<file path="src/hw/ccm_map.svh">
// address map, bit positions, ranges and reset values of the monitor
// assumes: included by bare name wherever the map is needed
`ifndef CCM_MAP_SVH
`define CCM_MAP_SVH

// ***************************
// register offsets
// ***************************
`define CCM_A_SPCTL   8'h5a
`define CCM_A_BQC0    8'h60
`define CCM_A_BQC1    8'h61
`define CCM_A_BQC2    8'h62
`define CCM_A_XOC0    8'h63
`define CCM_A_XOC1    8'h64
`define CCM_A_XOC2    8'h65
`define CCM_A_BQE0    8'h66
`define CCM_A_BQE1    8'h67
`define CCM_A_BQE2    8'h68
`define CCM_A_XOE0    8'h69
`define CCM_A_XOE1    8'h6a
`define CCM_A_XOE2    8'h6b
`define CCM_A_CTL     8'h6c

// ***************************
// control bit positions
// ***************************
`define CCM_B_BQ_GO   0
`define CCM_B_BQ_CMP  1
`define CCM_B_BQ_RES  2
`define CCM_B_BQ_AUTO 3
`define CCM_B_XO_GO   4
`define CCM_B_XO_CMP  5
`define CCM_B_XO_RES  6
`define CCM_B_XO_AUTO 7
`define CCM_B_SP_GO   0
`define CCM_B_SP_RES  2

// ***************************
// coefficient ram ranges
// ***************************
`define CCM_R_BQ_FIRST 8'h00
`define CCM_R_BQ_LAST  8'h27
`define CCM_R_XO_FIRST 8'h28
`define CCM_R_XO_LAST  8'h31
`define CCM_R_SP_FIRST 8'h40
`define CCM_R_SP_LAST  8'h53
`define CCM_R_SP_EXP   8'h72
`define CCM_R_SP_SUM   8'h73

// ***************************
// reset values and masks
// ***************************
`define CCM_RST_CTL    8'h00
`define CCM_RST_SPCTL  8'h30
`define CCM_RST_SUM    24'h000000
`define CCM_CTL_RO     8'h44
`define CCM_SPCTL_RO   8'h04
`define CCM_RD_NONE    8'h00

`endif

</file>
<file path="src/hw/ccm_pkg.sv">
// types shared by the coefficient checksum monitor
// assumes: nothing beyond the map header
package ccm_pkg;
  typedef logic [7:0]  ccm_addr_t;
  typedef logic [23:0] ccm_word_t;
  typedef enum logic [1:0]
  {
    CCM_ST_IDLE  = 2'b00,
    CCM_ST_SCAN  = 2'b01,
    CCM_ST_RDEXP = 2'b11,
    CCM_ST_WRSUM = 2'b10
  } ccm_state_t;
  typedef enum logic [1:0]
  {
    CCM_J_BQ = 2'b00,
    CCM_J_XO = 2'b01,
    CCM_J_SP = 2'b10
  } ccm_job_t;
endpackage : ccm_pkg

</file>
<file path="src/hw/ccm_top.sv">
// coefficient checksum monitor: three xor checksum channels
// assumes: byte register port from the host interface, a shared
// coefficient ram port with one-cycle read latency, and a frame tick
// Function
// - three independent checksum channels
// - biquad sum xors ram words 0x00-0x27
// - biquad start exposes computed sum
// - biquad compare each frame into result bit
// - biquad auto-reset on mismatch, default off
// - crossover xor over 0x28-0x31, own expected
// - crossover start exposes computed sum
// - crossover compare each frame, 0 match
// - crossover auto-reset on mismatch, default off
// - splitter start writes sum into ram 0x73
// - splitter result bit 0 ok, 1 error
`timescale 1ns/100ps
module ccm_top
(
  input  wire logic             clk_sys,
  input  wire logic             arst_n,
  input  ccm_pkg::ccm_addr_t    reg_addr,
  input  wire logic [7:0]       reg_wdata,
  input  wire logic             reg_wr_en,
  input  wire logic             reg_rd_en,
  output logic [7:0]            reg_rdata,
  input  wire logic             frame_tick,
  output ccm_pkg::ccm_addr_t    ram_addr,
  output logic                  ram_rd_en,
  input  ccm_pkg::ccm_word_t    ram_rdata,
  output logic                  ram_wr_en,
  output ccm_pkg::ccm_word_t    ram_wdata,
  output logic                  dev_reset_req
);
  import ccm_pkg::*;
  `include "ccm_map.svh"

  // ***************************
  // storage
  // ***************************
  logic [7:0]  ctl_ff, spctl_ff;
  logic        bq_res_ff, xo_res_ff, sp_res_ff;
  ccm_word_t   bq_exp_ff, xo_exp_ff;
  ccm_word_t   bq_comp_ff, xo_comp_ff, sp_sum_ff;
  logic [7:0]  rdata_ff, nxt_rdata;
  logic        rst_req_ff;
  ccm_state_t  st_ff;
  ccm_job_t    job_ff, pick;
  logic [2:0]  pend_ff, go_q_ff, go_lvl, nxt_pend;
  logic        launch;
  ccm_addr_t   w_first, w_last, w_addr;
  logic        w_rd, w_done;
  ccm_word_t   w_sum;
  logic        bq_done, xo_done, bq_mis, xo_mis;

  assign go_lvl    = {spctl_ff[`CCM_B_SP_GO], ctl_ff[`CCM_B_XO_GO],
                      ctl_ff[`CCM_B_BQ_GO]};
  assign reg_rdata = rdata_ff;
  assign ram_wdata = sp_sum_ff;
  assign dev_reset_req = rst_req_ff;
  assign bq_done = (st_ff == CCM_ST_SCAN) && w_done && (job_ff == CCM_J_BQ);
  assign xo_done = (st_ff == CCM_ST_SCAN) && w_done && (job_ff == CCM_J_XO);
  assign bq_mis  = (w_sum != bq_exp_ff);
  assign xo_mis  = (w_sum != xo_exp_ff);

  // ***************************
  // host register writes
  // ***************************
  // result bits live apart, so host writes never clobber them
  always_ff @(posedge clk_sys or negedge arst_n)
  begin
    if (!arst_n)
    begin
      ctl_ff    <= `CCM_RST_CTL;
      spctl_ff  <= `CCM_RST_SPCTL;
      bq_exp_ff <= `CCM_RST_SUM;
      xo_exp_ff <= `CCM_RST_SUM;
    end
    else if (reg_wr_en)
    begin
      case (reg_addr)
        `CCM_A_CTL:   ctl_ff <= reg_wdata & ~`CCM_CTL_RO;
        `CCM_A_SPCTL: spctl_ff <= reg_wdata & ~`CCM_SPCTL_RO;
        `CCM_A_BQE0:  bq_exp_ff[23:16] <= reg_wdata;
        `CCM_A_BQE1:  bq_exp_ff[15:8]  <= reg_wdata;
        `CCM_A_BQE2:  bq_exp_ff[7:0]   <= reg_wdata;
        `CCM_A_XOE0:  xo_exp_ff[23:16] <= reg_wdata;
        `CCM_A_XOE1:  xo_exp_ff[15:8]  <= reg_wdata;
        `CCM_A_XOE2:  xo_exp_ff[7:0]   <= reg_wdata;
        default:      ctl_ff <= ctl_ff;
      endcase
    end
  end

  // ***************************
  // host register reads
  // ***************************
  always_comb
  begin
    nxt_rdata = ctl_ff;
    nxt_rdata[`CCM_B_BQ_RES] = bq_res_ff;
    nxt_rdata[`CCM_B_XO_RES] = xo_res_ff;
    case (reg_addr)
      `CCM_A_CTL:   nxt_rdata = nxt_rdata;
      `CCM_A_SPCTL: nxt_rdata = spctl_ff | {5'h00, sp_res_ff, 2'h0};
      `CCM_A_BQC0:  nxt_rdata = bq_comp_ff[23:16];
      `CCM_A_BQC1:  nxt_rdata = bq_comp_ff[15:8];
      `CCM_A_BQC2:  nxt_rdata = bq_comp_ff[7:0];
      `CCM_A_XOC0:  nxt_rdata = xo_comp_ff[23:16];
      `CCM_A_XOC1:  nxt_rdata = xo_comp_ff[15:8];
      `CCM_A_XOC2:  nxt_rdata = xo_comp_ff[7:0];
      `CCM_A_BQE0:  nxt_rdata = bq_exp_ff[23:16];
      `CCM_A_BQE1:  nxt_rdata = bq_exp_ff[15:8];
      `CCM_A_BQE2:  nxt_rdata = bq_exp_ff[7:0];
      `CCM_A_XOE0:  nxt_rdata = xo_exp_ff[23:16];
      `CCM_A_XOE1:  nxt_rdata = xo_exp_ff[15:8];
      `CCM_A_XOE2:  nxt_rdata = xo_exp_ff[7:0];
      default:      nxt_rdata = `CCM_RD_NONE;
    endcase
  end

  always_ff @(posedge clk_sys or negedge arst_n)
  begin
    if (!arst_n)
      rdata_ff <= `CCM_RD_NONE;
    else if (reg_rd_en)
      rdata_ff <= nxt_rdata;
  end

  // ***************************
  // job requests, one per channel
  // ***************************
  // a start edge or a frame with start held asks for a rescan;
  // a new request in the launch cycle wins over the clear
  always_comb
  begin
    nxt_pend = (go_lvl & ~go_q_ff) | ({3{frame_tick}} & go_lvl);
    nxt_pend = nxt_pend | (pend_ff & ~({2'b00, launch} << pick));
  end

  always_ff @(posedge clk_sys or negedge arst_n)
  begin
    if (!arst_n)
    begin
      pend_ff <= 3'h0;
      go_q_ff <= 3'h0;
    end
    else
    begin
      pend_ff <= nxt_pend;
      go_q_ff <= go_lvl;
    end
  end

  // fixed priority keeps the longest range from starving
  always_comb
  begin
    pick    = pend_ff[0] ? CCM_J_BQ : (pend_ff[1] ? CCM_J_XO : CCM_J_SP);
    launch  = (st_ff == CCM_ST_IDLE) && (pend_ff != 3'h0);
    case (pick)
      CCM_J_BQ:
      begin
        w_first = `CCM_R_BQ_FIRST;
        w_last  = `CCM_R_BQ_LAST;
      end
      CCM_J_XO:
      begin
        w_first = `CCM_R_XO_FIRST;
        w_last  = `CCM_R_XO_LAST;
      end
      default:
      begin
        w_first = `CCM_R_SP_FIRST;
        w_last  = `CCM_R_SP_LAST;
      end
    endcase
  end

  ccm_xor_walker u_walk
  (
    .clk_sys    (clk_sys),
    .arst_n     (arst_n),
    .go         (launch),
    .first_addr (w_first),
    .last_addr  (w_last),
    .ram_rdata  (ram_rdata),
    .rd_en      (w_rd),
    .addr       (w_addr),
    .done       (w_done),
    .sum        (w_sum)
  );

  // ***************************
  // sequencer
  // ***************************
  always_ff @(posedge clk_sys or negedge arst_n)
  begin
    if (!arst_n)
    begin
      st_ff  <= CCM_ST_IDLE;
      job_ff <= CCM_J_BQ;
    end
    else
    begin
      case (st_ff)
        CCM_ST_IDLE:
          if (launch)
          begin
            st_ff  <= CCM_ST_SCAN;
            job_ff <= pick;
          end
        CCM_ST_SCAN:
          if (w_done)
            st_ff <= (job_ff == CCM_J_SP) ? CCM_ST_RDEXP : CCM_ST_IDLE;
        CCM_ST_RDEXP: st_ff <= CCM_ST_WRSUM;
        CCM_ST_WRSUM: st_ff <= CCM_ST_IDLE;
        default:      st_ff <= CCM_ST_IDLE;
      endcase
    end
  end

  always_comb
  begin
    ram_rd_en = w_rd || (st_ff == CCM_ST_RDEXP);
    ram_wr_en = (st_ff == CCM_ST_WRSUM);
    case (st_ff)
      CCM_ST_RDEXP: ram_addr = `CCM_R_SP_EXP;
      CCM_ST_WRSUM: ram_addr = `CCM_R_SP_SUM;
      default:      ram_addr = w_addr;
    endcase
  end

  // ***************************
  // sums, compares, results
  // ***************************
  always_ff @(posedge clk_sys or negedge arst_n)
  begin
    if (!arst_n)
    begin
      bq_comp_ff <= `CCM_RST_SUM;
      xo_comp_ff <= `CCM_RST_SUM;
      sp_sum_ff  <= `CCM_RST_SUM;
    end
    else if (st_ff == CCM_ST_SCAN && w_done)
      case (job_ff)
        CCM_J_BQ: bq_comp_ff <= w_sum;
        CCM_J_XO: xo_comp_ff <= w_sum;
        default:  sp_sum_ff  <= w_sum;
      endcase
  end

  // a stale result stays put while its compare is off
  always_ff @(posedge clk_sys or negedge arst_n)
  begin
    if (!arst_n)
    begin
      bq_res_ff <= 1'b0;
      xo_res_ff <= 1'b0;
      sp_res_ff <= 1'b0;
    end
    else
    begin
      if (bq_done && ctl_ff[`CCM_B_BQ_CMP])
        bq_res_ff <= bq_mis;
      if (xo_done && ctl_ff[`CCM_B_XO_CMP])
        xo_res_ff <= xo_mis;
      if (st_ff == CCM_ST_WRSUM)
        sp_res_ff <= (ram_rdata != sp_sum_ff);
    end
  end

  // one pulse per failing compare with auto-reset on; the reset itself is the chip's
  always_ff @(posedge clk_sys or negedge arst_n)
  begin
    if (!arst_n)
      rst_req_ff <= 1'b0;
    else
      rst_req_ff <= (bq_done && ctl_ff[`CCM_B_BQ_CMP] && bq_mis
                     && ctl_ff[`CCM_B_BQ_AUTO])
                 || (xo_done && ctl_ff[`CCM_B_XO_CMP] && xo_mis
                     && ctl_ff[`CCM_B_XO_AUTO]);
  end
endmodule : ccm_top

</file>
<file path="src/hw/ccm_xor_walker.sv">
// walks a coefficient ram range and folds the words by xor
// assumes: ram read data is valid one cycle after the read strobe
`timescale 1ns/100ps
module ccm_xor_walker
(
  input  wire logic             clk_sys,
  input  wire logic             arst_n,
  input  wire logic             go,
  input  ccm_pkg::ccm_addr_t    first_addr,
  input  ccm_pkg::ccm_addr_t    last_addr,
  input  ccm_pkg::ccm_word_t    ram_rdata,
  output logic                  rd_en,
  output ccm_pkg::ccm_addr_t    addr,
  output logic                  done,
  output ccm_pkg::ccm_word_t    sum
);
  import ccm_pkg::*;
  `include "ccm_map.svh"

  logic       busy_ff;
  ccm_addr_t  addr_ff;
  ccm_addr_t  last_ff;
  logic       pend_ff;
  logic       pend_last_ff;
  logic       done_ff;
  ccm_word_t  acc_ff;

  assign rd_en = busy_ff;
  assign addr  = addr_ff;
  assign done  = done_ff;
  assign sum   = acc_ff;

  always_ff @(posedge clk_sys or negedge arst_n)
  begin
    if (!arst_n)
    begin
      busy_ff <= 1'b0;
      addr_ff <= `CCM_R_BQ_FIRST;
      last_ff <= `CCM_R_BQ_FIRST;
    end
    else if (go && !busy_ff)
    begin
      busy_ff <= 1'b1;
      addr_ff <= first_addr;
      last_ff <= last_addr;
    end
    else if (busy_ff)
    begin
      addr_ff <= addr_ff + 8'h01;
      busy_ff <= (addr_ff != last_ff);
    end
  end

  // read data lags the strobe, so fold one cycle late
  always_ff @(posedge clk_sys or negedge arst_n)
  begin
    if (!arst_n)
    begin
      pend_ff      <= 1'b0;
      pend_last_ff <= 1'b0;
      done_ff      <= 1'b0;
      acc_ff       <= `CCM_RST_SUM;
    end
    else
    begin
      pend_ff      <= busy_ff;
      pend_last_ff <= busy_ff && (addr_ff == last_ff);
      done_ff      <= pend_last_ff;
      if (go && !busy_ff)
        acc_ff <= `CCM_RST_SUM;
      else if (pend_ff)
        acc_ff <= acc_ff ^ ram_rdata;
    end
  end
endmodule : ccm_xor_walker

</file>
<file path="config.mk">
export PLATFORM = sky130hd
export DESIGN_NAME = ccm_top
export DESIGN_NICKNAME = d
export VERILOG_FILES = /design/src/hw/ccm_pkg.sv /design/src/hw/ccm_top.sv /design/src/hw/ccm_xor_walker.sv
export VERILOG_INCLUDE_DIRS = /design/src /design/src/hw
export SDC_FILE = /design/constraint.sdc
export NUM_CORES = 1
export LEC_CHECK = 0
export BUFFER_PORTS_ARGS = -buffer_cell sky130_fd_sc_hd__buf_4
export CAP_MARGIN = 0
export CORE_ASPECT_RATIO = 1.25
export CORE_MARGIN = 4
export CORE_UTILIZATION = 54
export DETAILED_ROUTE_END_ITERATION = 8
export PLACE_DENSITY = 0.86
export SYNTH_ARGS = -nofsm -noshare
export SYNTH_HDL_FRONTEND = slang
export SYNTH_SLANG_ARGS = --single-unit
</file>
<file path="constraint.sdc">
create_clock -name clk_sys -period 1.9 [get_ports clk_sys]
set_input_delay 0.38 -clock clk_sys [delete_from_list [all_inputs] [get_ports clk_sys]]
set_output_delay 0.38 -clock clk_sys [all_outputs]
set_load 0.01 [all_outputs]
</file>
==> impl_metrics.json <==
{
  "clkTransAtPathRegs_ns": 0.08,
  "power.leakage_nw": 5.56,
  "post_drt_via_cell_ratio": 6.08,
  "clkPwrFrac_pct": 25.5,
  "powerDensity_nw_per_um2": 1210,
  "async_flop_share_pct": 100,
  "cp_num_buf_inv": 3,
  "slowest_delay_ns": 0.44,
  "grt_pass1_wl_mm": 43.6,
  "dr.first_iter.drc_count": 549,
  "die-area_um2": 20400,
  "status": "completed",
  "die_h_um": 159,
  "p_int_mw": 9.25,
  "fp-row-count": 54,
  "clk_latency_ns": 0.44,
  "p_seq_share_pct": 45.2,
  "path_delay_family": "flip-flops",
  "grt_pass1_vias": 7694,
  "track_usage_pct": 28.4,
  "power.total_mw": 14.2,
  "drtAntennaViolNets": 0,
  "crit_type": "flop to primary output",
  "synth_edf_count": 0,
  "initial_utilization_pct": 55.5,
  "fmax_ghz": 0.540,
  "hold_path.class": "primary input to flop",
  "switching_share_pct": 35.0,
  "syn_avg_cell_area_um2": 11.9,
  "cts_num_sinks": 197,
  "drive_gt1_share_pct": 39.3,
  "fillers": 1254,
  "routedWlPerCell_um": 23.4,
  "dr.pass1.iters": 5,
  "ys.flop_type": "dfrtp_1",
  "utilization_pct": 66.8,
  "dieWidth_um": 128,
  "syn_area_um2": 9790,
  "layout.nets": 1004,
  "vias": 7266,
  "path_cells": "inv_2 > nor2_1 > buf_4 > a21o_1 > buf_6",
  "syn-num-nets": 871,
  "fin_area_um2": 11800,
  "fin_skew_ns": 0.0100,
  "switching_power_mw": 4.98,
  "gr-total-overflow": 0,
  "antenna_found_initial": 0,
  "cp-start-kind": "flop",
  "worstMarginPinSlew_ns": 0.523,
  "clock_path_buffers": 2,
  "diodes": 0,
  "grt_max_degree": 51,
  "crit_slowest_cell": "dfrtp_2",
  "yosys_warnings": 0,
  "hold_violations": 0,
  "crit_required_ns": 1.52,
  "route.detailed.drc": 0,
  "drt-total-wl_mm": 27.9,
  "slew_headroom_pct": 64.8,
  "maxCapViolCount": 0,
  "setup_viol": 0,
  "syn2layout_area_growth_pct": 20.4,
  "syn_inst": 825,
  "ys_types": 59,
  "placed_cell_area_um2": 11200,
  "numCtsBuffers": 17,
  "ys_ff_latch": 197,
  "cts_tree": "yes",
  "coreArea_um2": 17600,
  "clockRootBuffer": "clkbuf_16",
  "pin_count": 88,
  "htree_levels": 4,
  "place_congestion": 0.975,
  "period_minus_slack_ns": 1.85,
  "maxSlewViolCount": 0,
  "io_buffer_count": 87,
  "cp_data_arrival_time_ns": 1.47,
  "end_kind": "primary output",
  "ir_drop_mv": 0.723,
  "dp.final_hpwl_mm": 20.6,
  "finalCritPeriodShare_pct": 97.5,
  "path_max_fanout": 4,
  "p_comb_share_pct": 29.4,
  "ys_seq_area_share_pct": 50.4,
  "fin_hold_ws_ns": 0.195
}
==> repair_timing <==
action | 4_1_cts | 5_1_grt
buffers inserted | 1 | 0
setup endpoints to repair | 6 | 4
pin swaps | 0 | 0
hold buffers | 1 | 0
endpoints found under the hold margin | 37 | 0
gates cloned | 0 | 0
gates resized for setup | 1 | 4
==> tightest hold or removal path: stages <==
cell     delay [ns]
buf_4          0.09
o21ai_0        0.06
nand2_1        0.07
==> through the flow <==
| step | cells | setup slack, ns | TNS [ns] |
|---|---|---|---|
| floorplan | 825 | 0.114 | 0 |
| global placement | 1161 | -0.0181 | -0.0181 |
| detailed placement | 1161 | -0.0412 | -0.360 |
| CTS | 1195 | 0.0261 | 0 |
| global route | 1195 | -0.0117 | -0.0117 |
| finish | 1195 | 0.0478 | 0 |
==> placed cells by master, fill, tap and decap left out, types with 5 or more instances in the layout <==
cell	Yosys	routed
buf_12	0	8
nand2b_1	6	6
nor2b_1	10	10
nand3_1	15	15
nor4_1	11	11
a22o_1	7	7
xnor2_1	45	45
nand3b_1	5	5
o22ai_1	5	5
xor2_1	63	63
clkbuf_16	0	17
a21oi_1	12	12
mux2i_1	9	9
a22oi_1	10	10
a31oi_1	8	8
nand3_2	5	5
nand4_1	13	13
and2_1	5	5
mux2_2	147	147
nor2_1	42	42
a32o_1	6	6
nand2_1	52	52
dfrtp_1	195	193
or2_2	5	5
inv_1	6	5
o21ai_0	23	23
buf_4	1	163
a32oi_1	5	5
nor3_1	8	8
==> state kept, by name (all words and copies together), names as in the netlist <==
register             cells
u_walk.last_ff           6
u_walk.rd_en             1
dev_reset_req            1
u_walk.pend_last_ff      1
u_walk.done              1
ctl_ff                   6
xo_comp_ff              24
u_walk.addr              8
pend_ff                  3
reg_rdata                8
bq_comp_ff              24
u_walk.pend_ff           1
xo_res_ff                1
go_q_ff                  3
bq_res_ff                1
ram_wdata               24
st_ff                    2
xo_exp_ff               24
bq_exp_ff               24
sp_res_ff                1
u_walk.sum              24
spctl_ff                 7
job_ff                   2
==> area by class of cell <==
class / count / area [um2] / share of cell area (%)
flip-flops and latches: 197 / 4930 / 41.9
multi-input cells: 561 / 4530 / 38.4
repair buffers: 175 / 1430 / 12.1
clock buffers: 19 / 453 / 3.84
well taps: 224 / 280 / 2.38
clock inverters: 13 / 139 / 1.18
inverters: 6 / 22.5 / 0.191
==> cells in the mapped netlist (all sizes together), types with 9 or more instances <==
master,instances,area [um2]
clkbuf,23,86.3
o21ai,23,115
nor2b,11,76.3
xnor2,45,394
nand4,13,81.3
a22oi,10,75.1
nor4,13,103
nand2,52,195
mux2,147,1660
mux2i,9,90.1
dfrtp,195,4880
buf,38,221
nand3,20,125
xor2,63,552
a21oi,12,60.1
nor2,43,164
==> worst paths after layout <==
check	start	endpoint	slack [ns]	depth (start not counted)
min	frame_tick	pend_ff[1]	0.20	3
max reg2reg	u_walk.sum[7]	xo_res_ff	0.08	6
max in group asynchronous	arst_n	spctl_ff[5]	0.81	3
max	st_ff[1]	ram_addr[0]	0.05	5
min reg2reg	u_walk.pend_last_ff	u_walk.done	0.36	0
min in group asynchronous	arst_n	ram_wdata[0]	0.46	2
==> power groups by stage <==
| stage | clock [mW] | combinational [mW] | sequential (mW) |
|---|---|---|---|
| 2_1_floorplan | 0 | 2.82 | 5.81 |
| 3_3_place_gp | 0 | 3.99 | 6.41 |
| 3_5_place_dp | 0 | 4.12 | 6.45 |
| 4_1_cts | 3.64 | 4.17 | 6.39 |
| 5_1_grt | 3.81 | 4.57 | 6.52 |
| 6_report | 3.62 | 4.18 | 6.43 |
==> layer usage <==
metal | track usage, % | vias up | share of wire [%]
li1 | - | 3191 | -
met1 | 34.0 | 3664 | 38
met2 | 49.5 | 306 | 51
met3 | 3.99 | 105 | 5.1
met4 | 15.3 | 0 | 5.8
met5 | 0 | - | 0
==> cell families (layout without fill, tap and decap cells) <==
kind of cell | Yosys count | count (layout) | share of synthesized area (%)
buf+inv | 67 | 213 | 3.37
flops | 197 | 197 | 50.4
simple gates | 192 | 192 | 10.5
xor+xnor | 108 | 108 | 9.66
mux | 160 | 160 | 18.7
fa+ha+maj | 1 | 1 | 0.128
compound gates | 100 | 100 | 7.20
Note: power is estimated with default switching activity, not from simulation.
